**src/logic/rxpc_regs.svh**
```systemverilog
// Notes on behaviour
// - Drive a sync output marking the boundaries of in-phase and quadrature words.
// - Generate and drive our own receive clock; the processor captures data on it.
// - Drive enable high drives all receive outputs; low leaves them high impedance.
// - Calibration request held high at least 608 master clocks starts calibration.
// - On request falling, load measured offsets and subtract them from later results.
// - While modulator ground is high, the modulator input is tied to reference.
// - Both power-down inputs high put the receive section in standby.
// - Format select high puts I and Q on separate pins; low shares one pin.
// - In shared format the second pin tells whether the word is I or Q.
// - Rate select high gives 541.7 kHz words; low gives 270.8 kHz words.
`ifndef RXPC_REGS_SVH
`define RXPC_REGS_SVH

// ----------------------------------------------------------------
// Register map (byte addresses)
// ----------------------------------------------------------------
`define RXPC_CTRL_ADDR       12'h000
`define RXPC_STATUS_ADDR     12'h004
`define RXPC_OFS_I_ADDR      12'h008
`define RXPC_OFS_Q_ADDR      12'h00C
`define RXPC_CTRL_RESET      1'h1
`define RXPC_CTRL_EN_BIT     0

// ----------------------------------------------------------------
// Pin sampler lanes
// ----------------------------------------------------------------
`define RXPC_PIN_MCLK        0
`define RXPC_PIN_CAL         1
`define RXPC_PIN_GROUND      2
`define RXPC_PIN_PD_A        3
`define RXPC_PIN_PD_B        4
`define RXPC_PIN_MODE        5
`define RXPC_PIN_RATE        6
`define RXPC_PIN_DRIVE       7

// ----------------------------------------------------------------
// Timing in master clocks (13 MHz / 24 = 541.7 kHz, / 48 = 270.8 kHz)
// ----------------------------------------------------------------
`define RXPC_CAL_MIN         10'd608
`define RXPC_TICK_FAST       3'd1
`define RXPC_TICK_SLOW       3'd3
`define RXPC_LAST_BIT        4'd11
`define RXPC_FIFO_DEPTH      32
`define RXPC_WORD_W          12

`endif

```
**src/logic/rxpc_pkg.sv**
```systemverilog
package rxpc_pkg;
    // Serializer states, one-hot
    typedef enum logic [1:0] {
        RXPC_IDLE  = 2'b01,
        RXPC_SHIFT = 2'b10
    } rxpc_state_t;
    typedef logic [11:0] rxpc_word_t;
endpackage

```
**src/logic/rxpc_top.sv**
```systemverilog
`timescale 1ns/10ps
`include "rxpc_regs.svh"

// ----------------------------------------------------------------
// Sample FIFO, flip-flop storage
// ----------------------------------------------------------------
module rxpc_fifo #(
    parameter int W = 24,
    parameter int D = `RXPC_FIFO_DEPTH
) (
    input  wire logic         pclk,
    input  wire logic         presetn,
    input  wire logic         flush,
    input  wire logic [W-1:0] in_data,
    input  wire logic         in_valid,
    output logic              in_ready,
    output logic [W-1:0]      out_data,
    output logic              out_valid,
    input  wire logic         out_ready,
    output logic [$clog2(D):0] level
);
    localparam int AW = $clog2(D);
    logic [W-1:0]  mem_reg [D];
    logic [AW-1:0] wr_reg;
    logic [AW-1:0] rd_reg;
    logic [AW:0]   cnt_reg;
    wire push = in_valid && in_ready;
    wire pop  = out_valid && out_ready;

    // Full compare at count width: a depth of a power of two does not fit AW bits
    assign in_ready  = (cnt_reg != (AW+1)'(D)) && !flush;
    assign out_valid = (cnt_reg != '0) && !flush;
    assign out_data  = mem_reg[rd_reg];
    assign level     = cnt_reg;

    // Storage has no reset; only pointers need a defined start
    always_ff @(posedge pclk) begin
        if (push) begin
            mem_reg[wr_reg] <= in_data;
        end
    end

    // Pointers and fill count
    always_ff @(posedge pclk or negedge presetn) begin
        if (!presetn) begin
            wr_reg  <= '0;
            rd_reg  <= '0;
            cnt_reg <= '0;
        end else if (flush) begin
            wr_reg  <= '0;
            rd_reg  <= '0;
            cnt_reg <= '0;
        end else begin
            if (push) wr_reg <= wr_reg + AW'(1);
            if (pop)  rd_reg <= rd_reg + AW'(1);
            cnt_reg <= cnt_reg + (AW+1)'(push) - (AW+1)'(pop);
        end
    end
endmodule

// ----------------------------------------------------------------
// Receive path control and calibration
// ----------------------------------------------------------------
module rxpc_top (
    input  wire logic                pclk,
    input  wire logic                presetn,
    input  wire logic                psel,
    input  wire logic                penable,
    input  wire logic                pwrite,
    input  wire logic [11:0]         paddr,
    input  wire logic [31:0]         pwdata,
    output logic [31:0]              prdata,
    output logic                     pready,
    output logic                     pslverr,
    input  wire logic                master_clock_a,
    input  wire logic                master_clock_b,
    input  wire logic                cal_request,
    input  wire logic                modulator_input_ground,
    input  wire logic                receive_powerdown_a,
    input  wire logic                receive_powerdown_b,
    input  wire logic                format_select,
    input  wire logic                rate_select,
    input  wire logic                drive_enable,
    input  wire logic                sample_valid,
    input  wire rxpc_pkg::rxpc_word_t sample_i,
    input  wire rxpc_pkg::rxpc_word_t sample_q,
    output logic                     sample_ready,
    output logic                     modulator_tie_ref,
    output logic                     receive_standby,
    output logic                     inphase_word_out,
    output logic                     inphase_word_oe,
    output logic                     quadrature_word_out,
    output logic                     quadrature_word_oe,
    output logic                     rx_sync_out,
    output logic                     rx_sync_oe,
    output logic                     rx_clock_out,
    output logic                     rx_clock_oe
);
    import rxpc_pkg::*;

    // ------------------------------------------------------------
    // Pin sampling: two flops per lane; only the master clock AND comes before them
    // ------------------------------------------------------------
    logic [7:0] pin_raw;
    logic [7:0] pin_s1_reg;
    logic [7:0] pin_s2_reg;
    logic       mclk_d_reg;
    // Second master input is tied to the first outside; the two are ANDed into the master clock lane
    assign pin_raw = {drive_enable, rate_select, format_select, receive_powerdown_b,
                      receive_powerdown_a, modulator_input_ground, cal_request,
                      master_clock_a & master_clock_b};
    genvar g;
    generate
        for (g = 0; g < 8; g++) begin : g_sync
            always_ff @(posedge pclk or negedge presetn) begin
                if (!presetn) begin
                    pin_s1_reg[g] <= 1'b0;
                    pin_s2_reg[g] <= 1'b0;
                end else begin
                    pin_s1_reg[g] <= pin_raw[g];
                    pin_s2_reg[g] <= pin_s1_reg[g];
                end
            end
        end
    endgenerate

    wire cal_s   = pin_s2_reg[`RXPC_PIN_CAL];
    wire sep_fmt = pin_s2_reg[`RXPC_PIN_MODE];
    wire fast    = pin_s2_reg[`RXPC_PIN_RATE];
    wire drive_s = pin_s2_reg[`RXPC_PIN_DRIVE];
    // Standby only when both inputs agree high, so a single stuck input cannot sleep us
    wire standby = pin_s2_reg[`RXPC_PIN_PD_A] & pin_s2_reg[`RXPC_PIN_PD_B];
    // One-cycle enable on each master clock rising edge
    wire mrise   = pin_s2_reg[`RXPC_PIN_MCLK] & ~mclk_d_reg;

    // ------------------------------------------------------------
    // Registers
    // ------------------------------------------------------------
    logic        ctrl_en_reg;
    rxpc_word_t  ofs_i_reg;
    rxpc_word_t  ofs_q_reg;
    rxpc_word_t  cap_i_reg;
    rxpc_word_t  cap_q_reg;
    logic        cap_ok_reg;
    logic        cal_d_reg;
    logic [9:0]  cal_cnt_reg;
    logic        cal_done_reg;
    logic [31:0] prdata_reg;
    logic        slverr_reg;

    wire cal_fall = cal_d_reg & ~cal_s;
    wire cal_long = cal_cnt_reg >= `RXPC_CAL_MIN;
    wire ofs_load = cal_fall & cal_long & cap_ok_reg;

    // ------------------------------------------------------------
    // Calibration: count master clocks while the request is high
    // ------------------------------------------------------------
    always_ff @(posedge pclk or negedge presetn) begin
        if (!presetn) begin
            mclk_d_reg  <= 1'b0;
            cal_d_reg   <= 1'b0;
            cal_cnt_reg <= '0;
        end else begin
            mclk_d_reg <= pin_s2_reg[`RXPC_PIN_MCLK];
            cal_d_reg  <= cal_s;
            if (!cal_s)
                cal_cnt_reg <= '0;
            else if (mrise && !cal_long)
                cal_cnt_reg <= cal_cnt_reg + 10'd1;
        end
    end

    // Last raw sample seen during the request is the measured offset
    always_ff @(posedge pclk or negedge presetn) begin
        if (!presetn) begin
            cap_i_reg    <= '0;
            cap_q_reg    <= '0;
            cap_ok_reg   <= 1'b0;
            ofs_i_reg    <= '0;
            ofs_q_reg    <= '0;
            cal_done_reg <= 1'b0;
        end else begin
            if (cal_s && sample_valid) begin
                cap_i_reg  <= sample_i;
                cap_q_reg  <= sample_q;
                cap_ok_reg <= 1'b1;
            end else if (!cal_s) begin
                cap_ok_reg <= 1'b0;
            end
            // A short request falls through untouched
            if (ofs_load) begin
                ofs_i_reg    <= cap_i_reg;
                ofs_q_reg    <= cap_q_reg;
                cal_done_reg <= 1'b1;
            end
        end
    end

    // Ground the modulator input for as long as asked
    assign modulator_tie_ref = pin_s2_reg[`RXPC_PIN_GROUND];
    assign receive_standby   = standby;

    // ------------------------------------------------------------
    // Corrected samples into the FIFO; calibration samples bypass it
    // ------------------------------------------------------------
    logic        fifo_in_ready;
    logic [23:0] fifo_out;
    logic        fifo_valid;
    logic        pop;
    logic [5:0]  fifo_level;
    wire  rxpc_word_t corr_i = sample_i - ofs_i_reg;
    wire  rxpc_word_t corr_q = sample_q - ofs_q_reg;
    wire  stream_on = ctrl_en_reg & ~standby & ~cal_s;
    assign sample_ready = cal_s | (fifo_in_ready & ~standby);

    rxpc_fifo #(.W(24), .D(`RXPC_FIFO_DEPTH)) u_fifo (
        .pclk      (pclk),
        .presetn   (presetn),
        .flush     (standby),
        .in_data   ({corr_i, corr_q}),
        .in_valid  (sample_valid & ~cal_s),
        .in_ready  (fifo_in_ready),
        .out_data  (fifo_out),
        .out_valid (fifo_valid),
        .out_ready (pop),
        .level     (fifo_level)
    );

    // ------------------------------------------------------------
    // Serializer on master clock enables
    // ------------------------------------------------------------
    rxpc_state_t state_reg;
    rxpc_state_t state_next;
    logic [2:0]  tick_reg;
    logic [3:0]  bit_reg;
    logic [11:0] sh_i_reg;
    logic [11:0] sh_q_reg;
    logic        word_q_reg;   // Shared format: high while the Q word goes out
    logic        pend_q_reg;   // Q word of the current pair still owed
    logic        rxclk_reg;
    logic        sync_reg;
    logic        dat_i_reg;
    logic        dat_q_reg;

    wire [2:0] tick_last = fast ? `RXPC_TICK_FAST : `RXPC_TICK_SLOW;
    wire bit_end   = mrise && (tick_reg == tick_last);
    wire word_end  = bit_end && (bit_reg == `RXPC_LAST_BIT);
    wire start_ok  = mrise && stream_on && (fifo_valid || pend_q_reg);
    assign pop     = (state_reg == RXPC_IDLE) && start_ok && !pend_q_reg;

    // Next state: idle waits for data, shift runs one word
    always_comb begin
        case (state_reg)
            RXPC_IDLE:  state_next = start_ok ? RXPC_SHIFT : RXPC_IDLE;
            RXPC_SHIFT: state_next = (word_end || standby) ? RXPC_IDLE : RXPC_SHIFT;
            default:    state_next = RXPC_IDLE;
        endcase
    end

    always_ff @(posedge pclk or negedge presetn) begin
        if (!presetn) begin
            state_reg <= RXPC_IDLE;
            tick_reg  <= '0;
            bit_reg   <= '0;
        end else begin
            state_reg <= state_next;
            if (state_reg != RXPC_SHIFT || state_next != RXPC_SHIFT) begin
                tick_reg <= '0;
                bit_reg  <= '0;
            end else if (bit_end) begin
                tick_reg <= '0;
                bit_reg  <= bit_reg + 4'd1;
            end else if (mrise) begin
                tick_reg <= tick_reg + 3'd1;
            end
        end
    end

    // Word load and shift; shared format sends the Q half as a second word
    always_ff @(posedge pclk or negedge presetn) begin
        if (!presetn) begin
            sh_i_reg   <= '0;
            sh_q_reg   <= '0;
            word_q_reg <= 1'b0;
            pend_q_reg <= 1'b0;
        end else if (standby) begin
            pend_q_reg <= 1'b0;
            word_q_reg <= 1'b0;
        end else if (pop) begin
            sh_i_reg   <= fifo_out[23:12];
            sh_q_reg   <= fifo_out[11:0];
            word_q_reg <= 1'b0;
            pend_q_reg <= ~sep_fmt;
        end else if (state_reg == RXPC_IDLE && start_ok) begin
            sh_i_reg   <= sh_q_reg;
            word_q_reg <= 1'b1;
            pend_q_reg <= 1'b0;
        end else if (bit_end) begin
            sh_i_reg <= {sh_i_reg[10:0], 1'b0};
            // Shared format keeps the Q half whole until its own word goes out
            if (sep_fmt)
                sh_q_reg <= {sh_q_reg[10:0], 1'b0};
        end
    end

    // Pin drivers come from flops so the processor sees clean edges
    always_ff @(posedge pclk or negedge presetn) begin
        if (!presetn) begin
            rxclk_reg <= 1'b0;
            sync_reg  <= 1'b0;
            dat_i_reg <= 1'b0;
            dat_q_reg <= 1'b0;
        end else begin
            rxclk_reg <= (state_next == RXPC_SHIFT) && (tick_reg <= (tick_last >> 1));
            sync_reg  <= (state_next == RXPC_SHIFT) && (bit_reg == 4'd0);
            dat_i_reg <= sh_i_reg[11];
            dat_q_reg <= sep_fmt ? sh_q_reg[11] : word_q_reg;
        end
    end

    // All four pins follow the drive enable together
    assign inphase_word_out    = dat_i_reg;
    assign quadrature_word_out = dat_q_reg;
    assign rx_sync_out         = sync_reg;
    assign rx_clock_out        = rxclk_reg;
    assign inphase_word_oe     = drive_s;
    assign quadrature_word_oe  = drive_s;
    assign rx_sync_oe          = drive_s;
    assign rx_clock_oe         = drive_s;

    // ------------------------------------------------------------
    // APB slave: zero wait, read data set up in the setup cycle
    // ------------------------------------------------------------
    wire hit_ctrl = paddr == `RXPC_CTRL_ADDR;
    wire hit_stat = paddr == `RXPC_STATUS_ADDR;
    wire hit_ofsi = paddr == `RXPC_OFS_I_ADDR;
    wire hit_ofsq = paddr == `RXPC_OFS_Q_ADDR;
    wire mapped   = hit_ctrl | hit_stat | hit_ofsi | hit_ofsq;
    wire [31:0] status_word = {20'h00000, fifo_level, cal_done_reg, cal_s, standby,
                               state_reg == RXPC_SHIFT, sep_fmt, fast};
    wire [31:0] rd_mux = hit_ctrl ? {31'h00000000, ctrl_en_reg} :
                         hit_stat ? status_word :
                         hit_ofsi ? {20'h00000, ofs_i_reg} :
                         hit_ofsq ? {20'h00000, ofs_q_reg} : 32'h00000000;

    always_ff @(posedge pclk or negedge presetn) begin
        if (!presetn) begin
            ctrl_en_reg <= `RXPC_CTRL_RESET;
            prdata_reg  <= '0;
            slverr_reg  <= 1'b0;
        end else begin
            if (psel && !penable) begin
                prdata_reg <= pwrite ? 32'h00000000 : rd_mux;
                slverr_reg <= !mapped;
            end
            if (psel && penable && pwrite && hit_ctrl)
                ctrl_en_reg <= pwdata[`RXPC_CTRL_EN_BIT];
        end
    end
    assign prdata  = prdata_reg;
    assign pready  = 1'b1;
    assign pslverr = psel & penable & slverr_reg;
endmodule

```
**config.mk**
```make
export PLATFORM = sky130hd
export DESIGN_NAME = rxpc_top
export DESIGN_NICKNAME = d
export VERILOG_FILES = /design/src/logic/rxpc_pkg.sv /design/src/logic/rxpc_top.sv
export VERILOG_INCLUDE_DIRS = /design/src /design/src/logic
export SDC_FILE = /design/constraint.sdc
export NUM_CORES = 1
export LEC_CHECK = 0
export CORE_MARGIN = 5
export CORE_UTILIZATION = 60
export DETAILED_ROUTE_END_ITERATION = 10
export DONT_BUFFER_PORTS = 1
export GPL_ROUTABILITY_DRIVEN = 0
export MAX_ROUTING_LAYER = met4
export PLACE_DENSITY = 0.88
export SLEW_MARGIN = 20
export SYNTH_ARGS = -nofsm -noshare
export SYNTH_HDL_FRONTEND = slang
export SYNTH_SLANG_ARGS = --single-unit
```
**constraint.sdc**
```tcl
create_clock -name pclk -period 8.75 [get_ports pclk]
set_input_delay 0.4375 -clock pclk [delete_from_list [all_inputs] [get_ports pclk]]
set_output_delay 0.4375 -clock pclk [all_outputs]
set_load 0.02 [all_outputs]
```
**Yosys cells after proc, flatten, opt, wreduce, memory -nomap -nowiden**

Memory sizes are Yosys's and may differ from the RTL's.
Index checks and enable logic that the tools add are counted.
Widths: inputs -> output; s select.

- Flip-flop bits (word level): 167
- Memory bits (writable): 768
- Logic and storage cells: 166
- Memories kept: 1
- Input port bits: 83

- Bitwise logic cells: 20
- Magnitude comparators: 2
- Equality and inequality tests: 14
- Add/sub/neg operators: 9
- Reductions and logical operators: 39
- Mux-type cells: 39

Memories:

| memory | depth | bits a word | rd ports | clocked after Yosys merged registers in | write ports | RTL line | text |
|---|---|---|---|---|---|---|---|
| u_fifo.mem_reg | 32 | 24 | 1 | 0 | 1 | rxpc_top.sv:23 | `logic [W-1:0] mem_reg [D];` |

Operators by type and width:

| cell | count |
|---|---|
| $mux 12 | 12 |
| $eq 12x4->1 const B | 2 |
| $sub 12x12->12 | 2 |
| $mux 10 | 2 |
| $mux 5 | 4 |
| $logic_and 1x1->1 | 18 |
| $and 1x1->1 | 12 |
| $eq 12x3->1 const B | 1 |
| $logic_not 12->1 | 1 |
| $mux 1 | 11 |
| $add 10x1->10 const B | 1 |
| $add 5x1->5 const B | 2 |
| $ge 10x10->1 const B | 1 |
| $reduce_bool 2->1 | 5 |
| $mux 3 | 3 |
| $reduce_bool 3->1 | 3 |
| $mux 4 | 2 |
| $add 6x1->6 | 1 |
| $mux 2 | 3 |
| $mux 6 | 1 |
| $ne 2x1->1 const B | 3 |
| $ne 6x6->1 const B | 1 |
| $reduce_bool 6->1 | 1 |
| $sub 6x1->6 | 1 |
| 16 further kinds | 30 |

**Depth between registers and ports, before layout**

Gate-level depths: netlist (run 1).

- Word-level depth: 11
- Depth in mapped cells: 17
- Gate-level depth less buffers: 15

**Cells and area by module**

Synthesis (run 1) repeated with hierarchy kept, for this count alone.

- Cell total of the unflattened synthesis: 2251
- Area total of the unflattened synthesis: 37838.8 µm²

By module, submodules not included:

| module | area an instance (µm²) | cells an instance | instances | sequential area each (µm²) |
|---|---|---|---|---|
| rxpc_fifo | 30857.1 | 1589 | 1 | 23462.5 |
| rxpc_top | 6981.7 | 662 | 1 | 3280.6 |

**Worst setup path before layout (run 1)**

OpenSTA, ideal clock, no wires.

- Kind: register to register
- From: register pin_s2_reg[3]
- To: memory u_fifo.mem_reg[23][0], enable pin
- Stages on the path, launching flop included: 9
- Arrival time: 3.228 ns
- Library setup time: 0.440 ns
- Required time: 8.310 ns
- Path slack: 5.082 ns
- Cells stage by stage: dfrtp_1 -> nand2_1 -> buf_2 -> inv_1 -> a41oi_1 -> and3b_1 -> buf_2 -> nand3_1 -> nor3b_1

- Cells in the longest elaborated chain, start to end: 6

RTL lines:

| element | RTL line | text |
|---|---|---|
| start: declaration | rxpc_top.sv:106 | `logic [7:0] pin_s2_reg;` |
| start signal: indexed assignment | rxpc_top.sv:121 | `pin_s2_reg[g] <= pin_s1_reg[g];` |
| $and 1x1->1 | rxpc_top.sv:132 | `` wire standby = pin_s2_reg[`RXPC_PIN_PD_A] & pin_s2_reg[`RXPC_PIN_PD_B]; `` |
| $logic_not 1->1 | rxpc_top.sv:31 | `assign in_ready = (cnt_reg != (AW+1)'(D)) && !flush;` |
| $logic_and 1x1->1 | rxpc_top.sv:31 |  |
| $logic_and 1x1->1 | rxpc_top.sv:27 | `wire push = in_valid && in_ready;` |
| $mux 1 | rxpc_top.sv:38 | `if (push) begin` |
| $mux 1 (implied by the code) | rxpc_top.sv:39 | `mem_reg[wr_reg] <= in_data;` |
| end: declaration | rxpc_top.sv:23 |  |

Every way passes these cells.

**Final worst setup path (run 1)**

- From: register u_fifo.cnt_reg[2] (netlist: u_fifo.level[2])
- To: register u_fifo.cnt_reg[4] (netlist: u_fifo.level[4])

- Cells in the longest elaborated chain, start to end: 9
- Elaborated cells on any way between the ends: 13
- Those cells by class: add/sub: 2; eq/ne: 1; mux: 1; reduce/logical: 9

RTL lines:

| element | RTL line | text |
|---|---|---|
| start: declaration | rxpc_top.sv:26 | `logic [AW:0] cnt_reg;` |
| start signal: assignment | rxpc_top.sv:56 | `cnt_reg <= cnt_reg + (AW+1)'(push) - (AW+1)'(pop);` |
| parallel branches: the longest is 7 deep, another holds $add 6x1->6 | -- |  |
| $sub 6x1->6 (*) | rxpc_top.sv:56 |  |
| $mux 6 (*) | rxpc_top.sv:49 | `end else if (flush) begin` |

Every way passes the cells marked *.
A chain may end at the register's enable or synchronous reset.

==> results of run 1 <==
## per-layer routing
layer / vias up / global-route usage
met5: - / -
met4: 0 / 0.116
met3: 355 / 0.0497
met2: 1657 / 0.450
met1: 10739 / 0.362
li1: 8504 / -
## through the flow
| step | util | cells | total power [mW] | setup slack [ns] |
|---|---|---|---|---|
| finish | 0.676 | 3109 | 9.24 | 4.38 |
| global route | 0.676 | 3109 | 9.48 | 4.30 |
| CTS | 0.673 | 3104 | 9.17 | 4.55 |
| detailed placement | 0.621 | 2911 | 5.39 | 4.84 |
| global placement | 0.621 | 2911 | 5.35 | 4.89 |
| floorplan | - | 2159 | 5.26 | 5.08 |
## final timing paths
check / from / to / slack [ns]
worst min-delay path: sample_i[1] / cap_i_reg[1] / 0.01
max in group asynchronous: presetn / u_fifo.rd_reg[0] / 7.66
worst max register to register: u_fifo.level[2] / u_fifo.level[4] / 4.38
min in group asynchronous: presetn / cal_cnt_reg[2] / 0.46
worst min register to register: pin_s1_reg[2] / modulator_tie_ref / 0.35
worst max-delay path: u_fifo.level[2] / u_fifo.level[4] / 4.38
## cell usage in the layout (no fill, tap or decap), types with 13 or more instances in the layout
cell type / count
sky130_fd_sc_hd__mux2_2: 48
sky130_fd_sc_hd__xnor2_1: 15
sky130_fd_sc_hd__conb_1: 21
sky130_fd_sc_hd__dlygate4sd3_1: 34
sky130_fd_sc_hd__buf_4: 50
sky130_fd_sc_hd__ha_1: 44
sky130_fd_sc_hd__dfrtp_1: 142
sky130_fd_sc_hd__clkinv_1: 15
sky130_fd_sc_hd__mux4_2: 126
sky130_fd_sc_hd__o21ai_1: 14
sky130_fd_sc_hd__nor2_2: 25
sky130_fd_sc_hd__a21oi_1: 44
sky130_fd_sc_hd__and2_1: 15
sky130_fd_sc_hd__clkbuf_1: 14
sky130_fd_sc_hd__clkbuf_16: 89
sky130_fd_sc_hd__nand2_1: 64
sky130_fd_sc_hd__a211oi_1: 13
sky130_fd_sc_hd__nor2_1: 61
sky130_fd_sc_hd__o21ai_0: 29
sky130_fd_sc_hd__nand3_1: 71
sky130_fd_sc_hd__nor2b_1: 23
sky130_fd_sc_hd__edfxtp_1: 768
sky130_fd_sc_hd__a22oi_1: 77
sky130_fd_sc_hd__inv_1: 53
sky130_fd_sc_hd__mux2i_1: 165
## report_power, final
part | internal [mW] | switching [mW]
Clock | 2.17 | 1.65
Sequential | 4.85 | 0.0427
Combinational | 0.159 | 0.354
## critical path, cell delays in order, from the launching register on
cell	delay, ns
sky130_fd_sc_hd__dfrtp_1	0.40
sky130_fd_sc_hd__inv_1	0.12
sky130_fd_sc_hd__ha_1	0.18
sky130_fd_sc_hd__or3b_1	0.41
sky130_fd_sc_hd__o2111a_1	0.29
sky130_fd_sc_hd__buf_4	0.24
sky130_fd_sc_hd__nand2b_2	0.39
sky130_fd_sc_hd__inv_2	0.34
sky130_fd_sc_hd__ha_1	0.39
sky130_fd_sc_hd__inv_1	0.04
sky130_fd_sc_hd__ha_1	0.23
sky130_fd_sc_hd__fa_1	0.49
sky130_fd_sc_hd__a21oi_1	0.21
sky130_fd_sc_hd__nor2_1	0.07
sky130_fd_sc_hd__nor2_1	0.15
sky130_fd_sc_hd__xor2_1	0.19
sky130_fd_sc_hd__nor2_1	0.08
## cell type report
class / count / area [µm²] / area share
Clock buffer: 107 / 2330 / 0.0559
Sequential cell: 915 / 26800 / 0.641
Inverter: 55 / 206 / 0.00495
Tap cell: 837 / 1050 / 0.0251
Multi-Input combinational cell: 1053 / 10000 / 0.239
Timing Repair Buffer: 91 / 885 / 0.0212
Clock inverter: 51 / 520 / 0.0125
## cells by family after synthesis
family	count (synthesis)	synth area share
simple gates	339	0.0450
buf+inv	191	0.0280
other cells	2	0.000201
compound gates	269	0.0513
mux	339	0.135
fa+ha+maj	47	0.0163
flops	915	0.716
xor+xnor	38	0.00891
==> flow_metrics.tcl, run 1 <==
set metrics [dict create \
    critPathKind "flop to flop" \
    maximum_number_of_pins_on_one_net_before_global_route_repair 148 \
    flow.area_growth_from_synthesis_pct 11.7 \
    vdd.ir_drop.worst_mv 0.232 \
    largest_register_ff_count 768 \
    post_synth_inst_count 2140 \
    met3RoutedLength_mm 9.59 \
    unrepaired_setup_endpoints_after_global_routing "false" \
    route.met2.wl_mm 46.2 \
    cp_data_required_time_ns 9.28 \
    global_route.overflow_total 0 \
    die-area_mm2 0.0674 \
    yosys.cell_count.top_type "sky130_fd_sc_hd__edfxtp_1" \
    placement.cell_area_mm2 0.0383 \
    worst_reg2reg_path_length_in_cells 16 \
    highest_layer "met4" \
    final_max_slew_viol_count 0 \
    synth_ff_type "sky130_fd_sc_hd__edfxtp_1" \
    post_cts_resized 0 \
    yosysWarningCount 0 \
    synthesis.area_mm2 0.0374 \
    worst_setup_path_start_kind "flop" \
    timing.final.crit_share 0.500 \
    worstMarginPinSlew_ns 1.08 \
    first_global_vias 21905 \
    final_period_minus_worst_setup_slack_ns 4.37 \
    antennaDiodeCount 0 \
    relSlewSlack 0.260 \
    synth_enable_flop_cells 768 \
    cts_sinks 915 \
    power-per-cell-area_mw_per_mm2 221 \
    ant_nets 0 \
    synth_seq_area_share 0.716 \
    row_count 91 \
    postLayoutCellArea_mm2 0.0417 \
    grt_use_total 0.280 \
    critPathMaxFanout 28 \
    antenna_found_initial 0 \
    min_path_cells 2 \
    hold_path.class "input pin to flop" \
    drt-total-wl_mm 92.6 \
    route.vias.total 21255 \
    yosys-top-cells-area "sky130_fd_sc_hd__edfxtp_1 (62%), sky130_fd_sc_hd__dfrtp_1 (9.7%), sky130_fd_sc_hd__mux4_2 (7.6%), sky130_fd_sc_hd__mux2i_1 (4.4%), sky130_fd_sc_hd__a22oi_1 (1.5%)" \
    netlist.top_cell.by_area "sky130_fd_sc_hd__edfxtp_1" \
    wl_met1_mm 32.2 \
    number_of_library_cell_types_mapped_by_synthesis 72 \
    totalNegativeSetupSlack_ns 0 \
    end_kind "flop" \
    ctsHoldBuffers 35 \
    post_synth_most_frequent_cells "sky130_fd_sc_hd__edfxtp_1 (768), sky130_fd_sc_hd__mux2i_1 (165), sky130_fd_sc_hd__dfrtp_1 (145), sky130_fd_sc_hd__mux4_2 (126), sky130_fd_sc_hd__nor2_1 (93)" \
    via_per_inst 6.84 \
    finalNetCount 2332 \
    chipWidth_um 260 \
    initial_cell_density_of_the_core 0.606 \
    synth_largest_type_area_fraction 0.617 \
    max_freq_ghz 0.229 \
    clock_latency_ns 0.67 \
    design.core.area_mm2 0.0617 \
    grt_first_pass_wirelength_mm 138 \
    hold-worst-slack_ns 0.0149 \
    clockRootBuffer "sky130_fd_sc_hd__clkbuf_16" \
    number_of_register_bits_inferred_by_synthesis 915 \
    htree_num_levels 3 \
    total_clock_buffers_created_by_cts 86 \
    clock_tree.buffer_depth 3 \
    max_cap_check_violation_count 0 \
    setup_viol 0 \
    drive_above_1_share 0.195 \
    route.detailed.wl_per_inst_um 29.8 \
    detailedRoute.firstIterationViolations 3538 \
    cts_tree "built" \
    cts_clock_pin_slew_for_the_worst_setup_and_hold_paths_ns 0.07 \
    number_of_remaining_drc_errors 0 \
    die_y_um 260 \
    io-pin-count 128 \
    cts_setup_buffers 0 \
    synth.avg_cell_area_um2 17.5 \
    synth-async-reset-ratio 0.161 \
    final_report_hold_violation_count 0 \
    filler_cell_count 3513 \
    place.detailed.hpwl_mm 49.0 \
    detail_route.first_pass.iterations 7 \
    worst_ep_arrival_time_ns 4.90 \
    outcome "finished clean" \
    clock-skew-final_ns 0.0433 \
    power.static_leakage_nw 13.7 \
    io_buffer_count 0 \
]
Power figures use the tool's default switching activity.
==> run 2: changes to the inputs <==
- CORE_UTILIZATION: 60 -> 57
- PLACE_DENSITY: 0.88 -> 0.87
- clock period: 8.75 -> 3.6 ns (I/O delays scaled with it)
==> run 2 against run 1 <==
Effect of this change: utilization fell by 2.8 points; maximum frequency rose by 28%; clock-buffer cell count fell by 4; register-to-register slack got worse by 4.2 ns; setup slack got worse by 4.2 ns; final cell count rose by 2.2%; routed wire length barely moved; critical path type unchanged.
==> flow_metrics.tcl, run 2 (same netlist as run 1, synthesis figures left out) <==
set metrics [dict create \
    outcome "finished clean" \
    detailedRoute.firstIterationViolations 3226 \
    final_report_hold_violation_count 0 \
    final_period_minus_worst_setup_slack_ns 3.42 \
    die-area_mm2 0.0708 \
    power.static_leakage_nw 14.0 \
    met2_usage 0.436 \
    antenna_found_initial 2 \
    drt-total-wl_mm 92.7 \
    path_delay_family "adder cells" \
    end_kind "flop" \
    initial_cell_density_of_the_core 0.578 \
    timing.final.crit_share 0.951 \
    cts_tree "built" \
    power-per-cell-area_mw_per_mm2 526 \
    max_cap_check_violation_count 0 \
    finalNetCount 2385 \
    globalRouteMet3Util 0.0496 \
    worst_hold_path.endpoint "prdata[5]" \
    worstMarginPinSlew_ns 1.12 \
    final_max_slew_viol_count 0 \
    worst_ep_arrival_time_ns 3.94 \
    globalRoute.busiestLayer "met2" \
    mostFrequentLayoutCell "sky130_fd_sc_hd__edfxtp_1" \
    hold-worst-slack_ns 0.0424 \
    drive_above_1_share 0.206 \
    route.vias.total 21583 \
    grt_use_total 0.268 \
    cts_setup_buffers 0 \
    total_clock_buffers_created_by_cts 83 \
    number_of_remaining_drc_errors 0 \
    critPathMaxFanout 19 \
    layout.cells.most_common_list "sky130_fd_sc_hd__edfxtp_1 (768), sky130_fd_sc_hd__mux2i_1 (165), sky130_fd_sc_hd__dfrtp_1 (142)" \
    route.detailed.wl_per_inst_um 29.2 \
    unrepaired_setup_endpoints_after_global_routing "false" \
    critical_path.max_stage_delay_ns 0.46 \
    worst_setup_path_start_kind "flop" \
    via_per_inst 6.80 \
    largest_register_ff_count 768 \
    r2r-end "u_fifo.level[4]" \
    setup.reg_to_reg.worst_slack_ns 0.18 \
    post_cts_resized 0 \
    grtUsageMet1 0.330 \
    layout_utilization 0.648 \
    place.detailed.hpwl_mm 51.1 \
    flow.area_growth_from_synthesis_pct 12.3 \
    dp_worst_setup_slack_ns 0.328 \
    grt_first_pass_wirelength_mm 139 \
    cp_data_required_time_ns 4.12 \
    worst_reg2reg_path_length_in_cells 15 \
    io-pin-count 128 \
    post_layout_power_mw 22.0 \
    clockRootBuffer "sky130_fd_sc_hd__clkbuf_16" \
    critical_path.n_buffers_inverters 3 \
    global_route.overflow_total 0 \
    clock-skew-final_ns 0.0275 \
    fin_ws_ns 0.177 \
    chipWidth_um 266 \
    cts_clock_pin_slew_for_the_worst_setup_and_hold_paths_ns 0.07 \
    totalNegativeSetupSlack_ns 0 \
    detail_route.first_pass.iterations 6 \
    max_freq_ghz 0.292 \
    htree_num_levels 3 \
    critical_path.slowest_cell "sky130_fd_sc_hd__fa_1" \
    io_buffer_count 0 \
    min_path_cells 3 \
    ctsHoldBuffers 46 \
    ant_nets 0 \
    die_y_um 266 \
    critPathKind "flop to flop" \
    relSlewSlack 0.254 \
    maximum_number_of_pins_on_one_net_before_global_route_repair 148 \
    hold_path.class "input pin to flop" \
    clock_latency_ns 0.64 \
    vdd.ir_drop.worst_mv 0.415 \
    row_count 93 \
    clock_tree.buffer_depth 3 \
    path_cells "inv_1 -> ha_1 -> or3b_1 -> o2111a_1 -> nand2b_2 -> inv_2 -> ha_1 -> inv_1 -> ha_1 -> fa_1 -> a21oi_1 -> nor2_1 -> nor2_1 -> xor2_1 -> nor2_1" \
    reg2reg_from "u_fifo.level[2]" \
    cts_sinks 915 \
    first_global_vias 22281 \
    setup_viol 0 \
    filler_cell_count 3894 \
    design.core.area_mm2 0.0647 \
    min-delay-start "paddr[2]" \
]
run 2: cell count changes in the layout (fill, tap and decap cells not counted), moves of 7 or more:
cell / change
sky130_fd_sc_hd__buf_4: +46
sky130_fd_sc_hd__clkinv_2: +7
sky130_fd_sc_hd__clkinv_4: -7
sky130_fd_sc_hd__dlygate4sd3_1: +11
sky130_fd_sc_hd__nor2_2: +7
sky130_fd_sc_hd__nor2_4: -7
run 2: per-stage QoR:
stage / cell area, µm² / std cells
floorplan: 37400 / 2159
global placement: 38700 / 2979
detailed placement: 38700 / 2979
CTS: 41900 / 3175
global route: 42000 / 3176
finish: 42000 / 3176
run 2: worst max-delay path by stage:
stage | start | endpoint | slack [ns] | depth (start not counted)
2_1_floorplan | pin_s2_reg[3] | u_fifo.mem_reg[7][0] | 0.09 | 8
3_3_place_gp | u_fifo.level[2] | u_fifo.level[4] | 0.36 | 15
3_5_place_dp | u_fifo.level[2] | u_fifo.level[4] | 0.33 | 15
4_1_cts | u_fifo.level[2] | u_fifo.level[4] | 0.23 | 15
5_1_grt | u_fifo.level[2] | u_fifo.level[4] | 0.04 | 15
6_report | u_fifo.level[2] | u_fifo.level[4] | 0.18 | 15
run 2: final cells by class:
cell class | instances | area [µm²] | share of cell area
sequential | 915 | 26800 | 0.638
multi-input combinational | 1053 | 9870 | 0.235
clock buffer | 103 | 2300 | 0.0548
timing repair buffer | 147 | 1300 | 0.0310
tap | 855 | 1070 | 0.0255
clock inverter | 47 | 452 | 0.0108
inverter | 55 | 206 | 0.00492
antenna | 1 | 2.50 | 0.0000596
run 2: worst min-delay path: stages:
cell                      delay, ns
sky130_fd_sc_hd__nand2_1       0.19
sky130_fd_sc_hd__nor2_1        0.16
sky130_fd_sc_hd__o41ai_1       0.10
run 2: power breakdown:
part | switching (mW) | internal (mW) | total [mW] | leakage (nW)
Clock | 3.82 | 5.17 | 8.99 | 1.35
Sequential | 0.0987 | 11.8 | 11.9 | 8.84
Combinational | 0.789 | 0.376 | 1.17 | 3.77
run 2: layer usage:
metal	vias up	routed length, µm
met5	-	0
met4	0	5090
met3	404	9980
met2	1752	46200
met1	10826	31400
li1	8601	-
